--- src/design/sms_pkg.sv ---
// Constants and carrier types for the supply monitor and status block
package sms_pkg;
  localparam int unsigned ADDR_W = 6;
  localparam int unsigned DATA_W = 8;
  localparam logic [5:0] CHECKSUM_ADDR = 6'h00;
  localparam logic [5:0] STATUS_ADDR = 6'h01;
  localparam int unsigned STAT_LOCK_POS = 0;
  localparam int unsigned STAT_PARITY_POS = 1;
  localparam int unsigned STAT_BROWNOUT_POS = 2;
  localparam int unsigned STAT_RSVD_POS = 3;
  localparam int unsigned STAT_EARLY_POS = 4;
  localparam int unsigned STAT_DEEP_POS = 5;
  localparam int unsigned STAT_ONE_POS = 7;
  localparam logic LOCK_RST = 1'b0;
  localparam logic PARITY_RST = 1'b0;
  localparam logic BROWNOUT_RST = 1'b1;
  localparam logic EARLY_RST = 1'b0;
  localparam logic DEEP_RST = 1'b0;
  localparam logic [7:0] CHECKSUM_RST = 8'h00;
  localparam int unsigned CLK_HZ = 50000000;
  localparam int unsigned RESTART_NS = 1000;
  localparam int unsigned RESTART_CYCLES =
    (RESTART_NS * (CLK_HZ / 1000000) + 999) / 1000;
  localparam int unsigned CNT_W = 8;

  typedef enum logic [1:0] {
    SMS_RUN = 2'b00,
    SMS_RESTART = 2'b01
  } sms_state_type;

  // Analog comparator outputs, high while the supply is below threshold
  typedef struct packed {
    logic regulated_supply_line_low;
    logic vbat_low;
    logic below_early;
    logic below_deep;
  } sms_sense_type;

  typedef struct packed {
    logic deep;
    logic early;
    logic brownout;
    logic parity;
    logic lock;
  } sms_flags_type;
endpackage : sms_pkg

--- src/design/sms_flag.sv ---
// Sticky status flag with set priority and synchronous reload
`timescale 1ns/1ps
`default_nettype none
module sms_flag #(
  parameter logic RESET_VAL = 1'b0
) (
  input wire logic sys_clk,
  input wire logic rst_b,
  input wire logic reload,
  input wire logic set,
  input wire logic clr,
  output logic flag_q
);
  always_ff @(posedge sys_clk) begin
    if (!rst_b || reload) begin
      flag_q <= RESET_VAL;
    end else if (set) begin
      flag_q <= 1'b1;
    end else if (clr) begin
      flag_q <= 1'b0;
    end
  end
endmodule : sms_flag
`default_nettype wire

--- src/design/sms_supply_monitor.sv ---
// Supply monitor, power state control and status register of the transmitter
//
// Summary of operation
// - Host reaches registers only through serial port
// - Brownout: amplifier off, registers reset, restart
// - Watch regulator; also battery while in standby
// - Brownout recorded in status bit two
// - Early flag bit four, deep flag bit five
// - Early flag sets below upper warning level
// - Transmission start clears both battery flags, except one its comparator sets in the same cycle
// - Standby keeps serial, registers powered, core off
// - Sleep powers serial only, registers lost
// - Parity flag bit one, lock flag bit zero
// - Checksum clears on its own read, brownout or sleep entry only
`timescale 1ns/1ps
`default_nettype none
module sms_supply_monitor (
  input wire logic sys_clk,
  input wire logic rst_b,
  input wire sms_pkg::sms_sense_type sense,
  input wire logic standby,
  input wire logic sleep,
  input wire logic tx_start,
  input wire logic parity_err_evt,
  input wire logic lock_err_evt,
  input wire logic chk_byte_valid,
  input wire logic [7:0] chk_byte,
  input wire logic reg_rd_en,
  input wire logic [5:0] reg_addr,
  output logic [7:0] reg_rd_data_q,
  output logic pa_off,
  output logic config_reset,
  output logic core_pwr_en,
  output logic retained_pwr_en
);
  sms_pkg::sms_state_type state_q;
  logic [sms_pkg::CNT_W-1:0] cnt_q;
  logic sleep_q;
  logic bod_trip;
  logic sleep_entry;
  logic reload;
  logic active;
  logic rd_status;
  logic rd_checksum;
  logic [7:0] checksum_q;
  logic [7:0] status_byte;
  sms_pkg::sms_flags_type flags;

  // Standby adds the battery to the watched lines
  assign bod_trip = sense.regulated_supply_line_low || (standby && sense.vbat_low);
  assign sleep_entry = sleep && !sleep_q;
  // Register contents are lost on brownout and on entry to sleep
  assign reload = bod_trip || sleep_entry;
  assign config_reset = reload || state_q == sms_pkg::SMS_RESTART;
  assign active = state_q == sms_pkg::SMS_RUN && !standby && !sleep;
  assign rd_status = reg_rd_en && reg_addr == sms_pkg::STATUS_ADDR;
  assign rd_checksum = reg_rd_en && reg_addr == sms_pkg::CHECKSUM_ADDR;

  // Amplifier held off from the trip until the restart completes
  assign pa_off = bod_trip || state_q != sms_pkg::SMS_RUN;
  assign core_pwr_en = active;
  assign retained_pwr_en = !sleep;

  always_ff @(posedge sys_clk) begin
    if (!rst_b) begin
      sleep_q <= 1'b0;
    end else begin
      sleep_q <= sleep;
    end
  end

  // Restart sequence mimics the power-up reset hold
  always_ff @(posedge sys_clk) begin
    if (!rst_b) begin
      state_q <= sms_pkg::SMS_RUN;
      cnt_q <= '0;
    end else if (bod_trip) begin
      state_q <= sms_pkg::SMS_RESTART;
      cnt_q <= sms_pkg::CNT_W'(sms_pkg::RESTART_CYCLES - 1);
    end else begin
      unique case (state_q)
        sms_pkg::SMS_RUN: begin
          cnt_q <= '0;
        end
        sms_pkg::SMS_RESTART: begin
          if (cnt_q == '0) begin
            state_q <= sms_pkg::SMS_RUN;
          end else begin
            cnt_q <= cnt_q - 1'b1;
          end
        end
        default: begin
          state_q <= sms_pkg::SMS_RUN;
          cnt_q <= '0;
        end
      endcase
    end
  end

  // Brownout reloads its own reset value of one, which records the event
  sms_flag #(.RESET_VAL(sms_pkg::BROWNOUT_RST)) u_brownout (
    .sys_clk(sys_clk),
    .rst_b(rst_b),
    .reload(reload),
    .set(1'b0),
    .clr(rd_status && state_q == sms_pkg::SMS_RUN),
    .flag_q(flags.brownout)
  );

  sms_flag #(.RESET_VAL(sms_pkg::PARITY_RST)) u_parity (
    .sys_clk(sys_clk),
    .rst_b(rst_b),
    .reload(reload),
    .set(parity_err_evt),
    .clr(rd_status),
    .flag_q(flags.parity)
  );

  sms_flag #(.RESET_VAL(sms_pkg::LOCK_RST)) u_lock (
    .sys_clk(sys_clk),
    .rst_b(rst_b),
    .reload(reload),
    .set(lock_err_evt),
    .clr(rd_status),
    .flag_q(flags.lock)
  );

  // Battery comparators count only in active modes
  sms_flag #(.RESET_VAL(sms_pkg::EARLY_RST)) u_early (
    .sys_clk(sys_clk),
    .rst_b(rst_b),
    .reload(reload),
    .set(active && sense.below_early),
    .clr(tx_start),
    .flag_q(flags.early)
  );

  sms_flag #(.RESET_VAL(sms_pkg::DEEP_RST)) u_deep (
    .sys_clk(sys_clk),
    .rst_b(rst_b),
    .reload(reload),
    .set(active && sense.below_deep),
    .clr(tx_start),
    .flag_q(flags.deep)
  );

  always_comb begin
    status_byte = 8'h00;
    status_byte[sms_pkg::STAT_ONE_POS] = 1'b1;
    status_byte[sms_pkg::STAT_DEEP_POS] = flags.deep;
    status_byte[sms_pkg::STAT_EARLY_POS] = flags.early;
    status_byte[sms_pkg::STAT_RSVD_POS] = 1'b0;
    status_byte[sms_pkg::STAT_BROWNOUT_POS] = flags.brownout;
    status_byte[sms_pkg::STAT_PARITY_POS] = flags.parity;
    status_byte[sms_pkg::STAT_LOCK_POS] = flags.lock;
  end

  // Running XOR of write bytes; a byte arriving with the read survives
  always_ff @(posedge sys_clk) begin
    if (!rst_b || reload) begin
      checksum_q <= sms_pkg::CHECKSUM_RST;
    end else if (chk_byte_valid) begin
      checksum_q <= (rd_checksum ? 8'h00 : checksum_q) ^ chk_byte;
    end else if (rd_checksum) begin
      checksum_q <= 8'h00;
    end
  end

  // Addresses outside this block answer zero; the bank lives elsewhere
  always_ff @(posedge sys_clk) begin
    if (!rst_b) begin
      reg_rd_data_q <= 8'h00;
    end else if (rd_status) begin
      reg_rd_data_q <= status_byte;
    end else if (rd_checksum) begin
      reg_rd_data_q <= checksum_q;
    end else if (reg_rd_en) begin
      reg_rd_data_q <= 8'h00;
    end
  end

  // Cycles since the last trip, saturating; long holds checked by count
  logic [sms_pkg::CNT_W-1:0] quiet_q;

  always_ff @(posedge sys_clk) begin
    if (!rst_b) begin
      quiet_q <= '1;
    end else if (bod_trip) begin
      quiet_q <= '0;
    end else if (quiet_q != '1) begin
      quiet_q <= quiet_q + 1'b1;
    end
  end
endmodule : sms_supply_monitor
`default_nettype wire

--- config.mk ---
export PLATFORM = sky130hd
export DESIGN_NAME = sms_supply_monitor
export DESIGN_NICKNAME = d
export VERILOG_FILES = /design/src/design/sms_pkg.sv /design/src/design/sms_flag.sv /design/src/design/sms_supply_monitor.sv
export SDC_FILE = /design/constraint.sdc
export NUM_CORES = 1
export LEC_CHECK = 0
export BUFFER_PORTS_ARGS = -buffer_cell sky130_fd_sc_hd__buf_2
export CORE_UTILIZATION = 58
export CTS_BUF_LIST = sky130_fd_sc_hd__clkbuf_8
export DETAILED_ROUTE_END_ITERATION = 7
export GPL_TIMING_DRIVEN = 0
export PLACE_DENSITY = 0.84
export SETUP_SLACK_MARGIN = 0.3
export SYNTH_ARGS = -nofsm -noshare
export SYNTH_HDL_FRONTEND = slang
export SYNTH_SLANG_ARGS = --single-unit
--- constraint.sdc ---
create_clock -name sys_clk -period 4.8 [get_ports sys_clk]
set_input_delay 0.48 -clock sys_clk [delete_from_list [all_inputs] [get_ports sys_clk]]
set_output_delay 0.48 -clock sys_clk [all_outputs]
set_load 0.005 [all_outputs]
---- Yosys cells after proc, flatten, opt, wreduce, memory -nomap -nowiden ----
Index checks and enable logic that the tools add are counted.
storage, ports and cells
  bits in registers ....................... 32
  input bits .............................. 27
  output and inout bits ................... 12
  word-level logic and storage cells ...... 74
cells by class
  add/subtract/negate cells ............... 1
  equality and inequality tests ........... 6
  multiplexer cells ....................... 17
  bitwise gates (word level) .............. 4
  reductions and logical operators ........ 33
operators by type and width
  cell                                                                 number
  8-bit two-way mux                                                    5
  6-bit two-way mux                                                    3
  2-bit nonzero test                                                   6
  1-bit logical AND                                                    9
  8-bit logical NOT                                                    1
  8-bit by 1-bit subtractor with 8-bit output (second input constant)  1
  8-bit bitwise XOR                                                    1
  1-bit two-way mux                                                    7
  6-bit by 1-bit == test with 1-bit output (second input constant)     1
  6-bit logical NOT                                                    1
  1-bit logical OR                                                     5
  1-bit logical NOT                                                    4
  2-bit case mux with 2 select lines                                   1
  2-bit AND reduction                                                  2
  2-bit OR reduction                                                   2
  3-bit by 2-bit != test with 1-bit output (second input constant)     1
  3-bit != test (second input constant)                                1
  1-bit NOT                                                            3
  3-bit nonzero test                                                   1
  3-bit OR reduction                                                   1
  2-bit by 1-bit == test with 1-bit output (second input constant)     1
  2-bit logical NOT                                                    1
  2-bit two-way mux                                                    1
  2-bit by 1-bit != test with 1-bit output (second input constant)     1
  2-bit != test (second input constant)                                1

---- Depth between registers and ports, before layout ----
  word-level depth ........................ 5
  depth in mapped cells ................... 6
  mapped depth without buffers ............ 6

---- Hierarchy ----
A second synthesis with hierarchy kept.
unflattened totals
  cells, all modules ...................... 166
  area, all modules ....................... 1496.4 um^2
modules (own cells, without submodules)
  module                  instances  cells an instance  area an instance (um^2)  sequential area each (um^2)
  sms_supply_monitor      1          146                1301.2                   520.5
  sms_flag at u_deep ...  4          4                  40.0                     20.0
  sms_flag at u_brownout  1          4                  35.0                     20.0

---- Worst setup path after synthesis ----
Ideal clock, no wire load.
  path type ............................... input-to-reg
  start point ............................. input reg_rd_en
  end point ............................... register reg_rd_data_q[0]
  setup time .............................. 0.059 ns
  arrival time ............................ 1.686 ns
  required time ........................... 4.741 ns
  slack ................................... 3.054 ns
  stages .................................. 6
  buffers on the path ..................... 2
  cell sequence ........................... buf_4 > or4b_4 > buf_6 > or2_4 > o22ai_1 > and2_1
on the way
  word-level cells in the longest chain between the ends .. 3
  elaborated cells between the ends (all ways) .. 5
  classes of those cells .................. mux: 2; reduce/logical: 3
RTL lines
  element               RTL line                   RTL
  from (decl)           sms_supply_monitor.sv:28   input wire logic reg_rd_en,
  1-bit logical AND     sms_supply_monitor.sv:57   assign rd_checksum = reg_rd_en && reg_addr == sms_pkg::CHECKSUM_ADDR;
  8-bit two-way mux     sms_supply_monitor.sv:175  end else if (rd_checksum) begin
  8-bit two-way mux     sms_supply_monitor.sv:173  end else if (rd_status) begin
  to (signal assigned)  sms_supply_monitor.sv:174  reg_rd_data_q <= status_byte;
  to (signal assigned)  sms_supply_monitor.sv:176  reg_rd_data_q <= checksum_q;
  to (decl)             sms_supply_monitor.sv:30   output logic [7:0] reg_rd_data_q,
Several ways; a longest one is shown, not always the timed one.
A chain may end at the register's enable or synchronous reset.

---- Worst setup path after layout ----
  start point ............................. input standby
  end point ............................... output config_reset
on the way
  word-level cells in the longest chain between the ends .. 4
RTL lines
  element            RTL line                  RTL
  from (decl)        sms_supply_monitor.sv:21  input wire logic standby,
  1-bit logical AND  sms_supply_monitor.sv:50  assign bod_trip = sense.regulated_supply_line_low || (standby && sense.vbat_low);
  1-bit logical OR   sms_supply_monitor.sv:50
  1-bit logical OR   sms_supply_monitor.sv:53  assign reload = bod_trip || sleep_entry;
  1-bit logical OR   sms_supply_monitor.sv:54  assign config_reset = reload || state_q == sms_pkg::SMS_RESTART;
  to (decl)          sms_supply_monitor.sv:32  output logic config_reset,
Every way passes these cells.

==> flow_summary.yaml <==
status:
  outcome: "completed"
grt:
  antenna_found_initial: 0
  grt_overflow: 0
  grt_pass1_vias: 1225
  grt_max_degree: 11
  grt_pass1_wl_um: 5260
  grt_usage_pct: 27.3
detailed_routing:
  drc: 0
  dr_total_vias: 1298
  dr.pass1.iters: 4
  ant_nets: 0
  route.detailed.wl_per_inst_um: 14.0
  wl_um: 3280
  first_iter_violations: 30
  vias_per_cell: 5.52
setup_path:
  cp_max_fo: 6
  end_kind: "output port"
  crit_path_start_kind: "primary input"
  crit_type: "in -> out"
  required_ns: 4.32
  r2r_setup_slack_ns: 2.96
  cp_data_arrival_time_ns: 1.41
  r2r_cells: 4
cts:
  ctsResizeCount: 0
  clk_latency_ns: 0.29
  cts_setup_buffers: 0
  cts.reportedPaths.clkPinSlew_ns: 0.06
  cts_buffers: 5
  cts_tree: "yes"
  h-tree-depth: 2
  cts.hold.buffers_added: 0
  clockBufferDepth: 2
  cts_sinks: 31
  clockRootBuffer: "clkbuf_8"
synth:
  synth_top_area_cell: "dfxtp_1"
  synth_top_family_by_area: "simple AND/OR/NAND/NOR gates"
  synth_compound_area_share_pct: 20.1
  yosys_warnings: 0
  synth-async-reset-ratio_pct: 0
  synth.avg_cell_area_um2: 9.07
  yosysSeqAreaShare_pct: 42.0
  synth.area.mux_share_pct: 3.38
  syn-cell-area_um2: 1480
  syn_nets: 192
  netlist_instances: 163
  synth_top_area_share_pct: 42.0
  synth.distinct_cells: 41
  synthTopCellsByCount: "dfxtp_1 (31), nor2_1 (21), a21oi_1 (11), inv_1 (11)"
  ys_seq_elements: 31
  synth_edf_count: 0
  synth_fa_ha_area_share_pct: 1.69
  synth_xor_area_share_pct: 7.11
  synthFlopType: "dfxtp_1"
  synth_area_leaders: "dfxtp_1 (42%), xnor2_1 (5.9%), nor2_1 (5.3%)"
  yosysMostFrequentCell: "dfxtp_1"
  yosys.area_share.simple_pct: 20.3
finish:
  antenna_cells: 0
  layout.cells.non_filler: 235
  layout.nets: 235
  areaGrowthSynthToFinish_pct: 21.3
  drive_gt1_share_pct: 28.5
placed_design:
  gp_congestion: 0.784
  dp_hpwl_um: 2370
  dpl.cell_count: 227
  port_buffers: 36
floorplanning:
  die_w_um: 52.5
  initial_core_util_pct: 64.4
  row_count: 17
  dieArea_um2: 2760
  dieHeight_um: 52.5
  io_pins: 39
  core_area_um2: 2300
min_path:
  hold_depth: 3
  hold_class: "in -> reg"
timing:
  max-slew-margin-rel_pct: 50.1
  fin_crit_ns: 1.89
  finalHoldViolCount: 0
  worstMarginPinSlew_ns: 0.749
  drv_slew: 0
  period_share_pct: 39.3
  fin_skew_ns: 0.00914
  rsz0062_at_grt: "no"
  fmax_ghz: 0.530
  final.setup.tns_ns: 0
  setup_viol: 0
pwr:
  power.leakage_nw: 0.756
  powerDensity_nw_per_um2: 319
  ir_drop_v: 0.000251
run:
  maxCapViolations: 0
==> critical path, stage by stage <==
cell	delay, ns
buf_2	0.10
a21oi_1	0.38
nand2b_1	0.14
o21bai_1	0.18
buf_2	0.13
==> state kept, by name, indices dropped and copies added, names as in the netlist <==
name	count
u_parity.flag_q	1
cnt_q	8
checksum_q	8
u_lock.flag_q	1
u_brownout.flag_q	1
u_early.flag_q	1
reg_rd_data_q	8
sleep_q	1
u_deep.flag_q	1
state_q	1
==> cells by family (layout without fill, tap and decap cells) <==
group	Yosys count	after routing
fa+ha+maj	2	2
compound gates	37	37
buf+inv	18	62
xor+xnor	12	12
simple gates	58	58
flops	31	31
mux	5	5
==> report_power, final <==
| group | internal, W | switching (W) | total, W |
|---|---|---|---|
| registers | 0.000264 | 0.00000687 | 0.000271 |
| logic | 0.0000337 | 0.0000407 | 0.0000744 |
| clock network | 0.000129 | 0.0000975 | 0.000226 |
==> metrics by stage <==
stage	instance area [um2]	utilization [%]	power, W	worst slack, ns	hold slack, ns
finish	1790	78.1	0.000572	2.91	0.405
global route	1790	78.1	0.000590	2.86	0.427
CTS	1790	78.1	0.000570	2.91	0.401
detailed placement	1690	73.7	0.000350	2.87	0.465
global placement	1690	73.7	0.000346	2.94	0.453
floorplan	1480	-	0.000325	3.05	0.437
==> placed cells by master (no fill, tap or decap), drive strengths merged, types with 2 or more instances in the layout <==
cell     n
nor2b    4
nand3    2
dfxtp   31
ha       2
a21oi   11
nor2    21
o22ai    5
clkbuf  10
nor3     2
and2     6
or2      2
mux2i    5
xor2     2
a21boi   3
nand2b   4
inv     12
nand2   10
a31oi    2
buf     40
o21ai    2
xnor2   10
o31ai    9
==> worst paths after layout <==
path,start,endpoint
setup / recovery,standby,config_reset
hold / removal,lock_err_evt,u_lock.flag_q
setup reg to reg,cnt_q[4],cnt_q[0]
hold reg to reg,u_lock.flag_q,u_lock.flag_q
==> metal layers <==
metal  wire length [um]  up-vias  share of wire [%]  global-route usage, %
met5                  0        -                  0                      0
met4                 63        0                1.9                   16.2
met3                171        8                5.2                   6.96
met2               1570       46                 48                   45.4
met1               1480      605                 45                   31.0
li1                   -      639                  -                      -
==> final cells by class <==
type	instances	area (um2)
Multi-Input combinational cell	114	778
Sequential cell	31	621
Fill cell	158	503
Timing Repair Buffer	36	180
Clock buffer	7	96.3
Inverter	11	41.3
Buffer	7	38.8
Tap cell	28	35.0
Clock inverter	1	3.75
No activity file was read; power rests on OpenSTA's default activity.
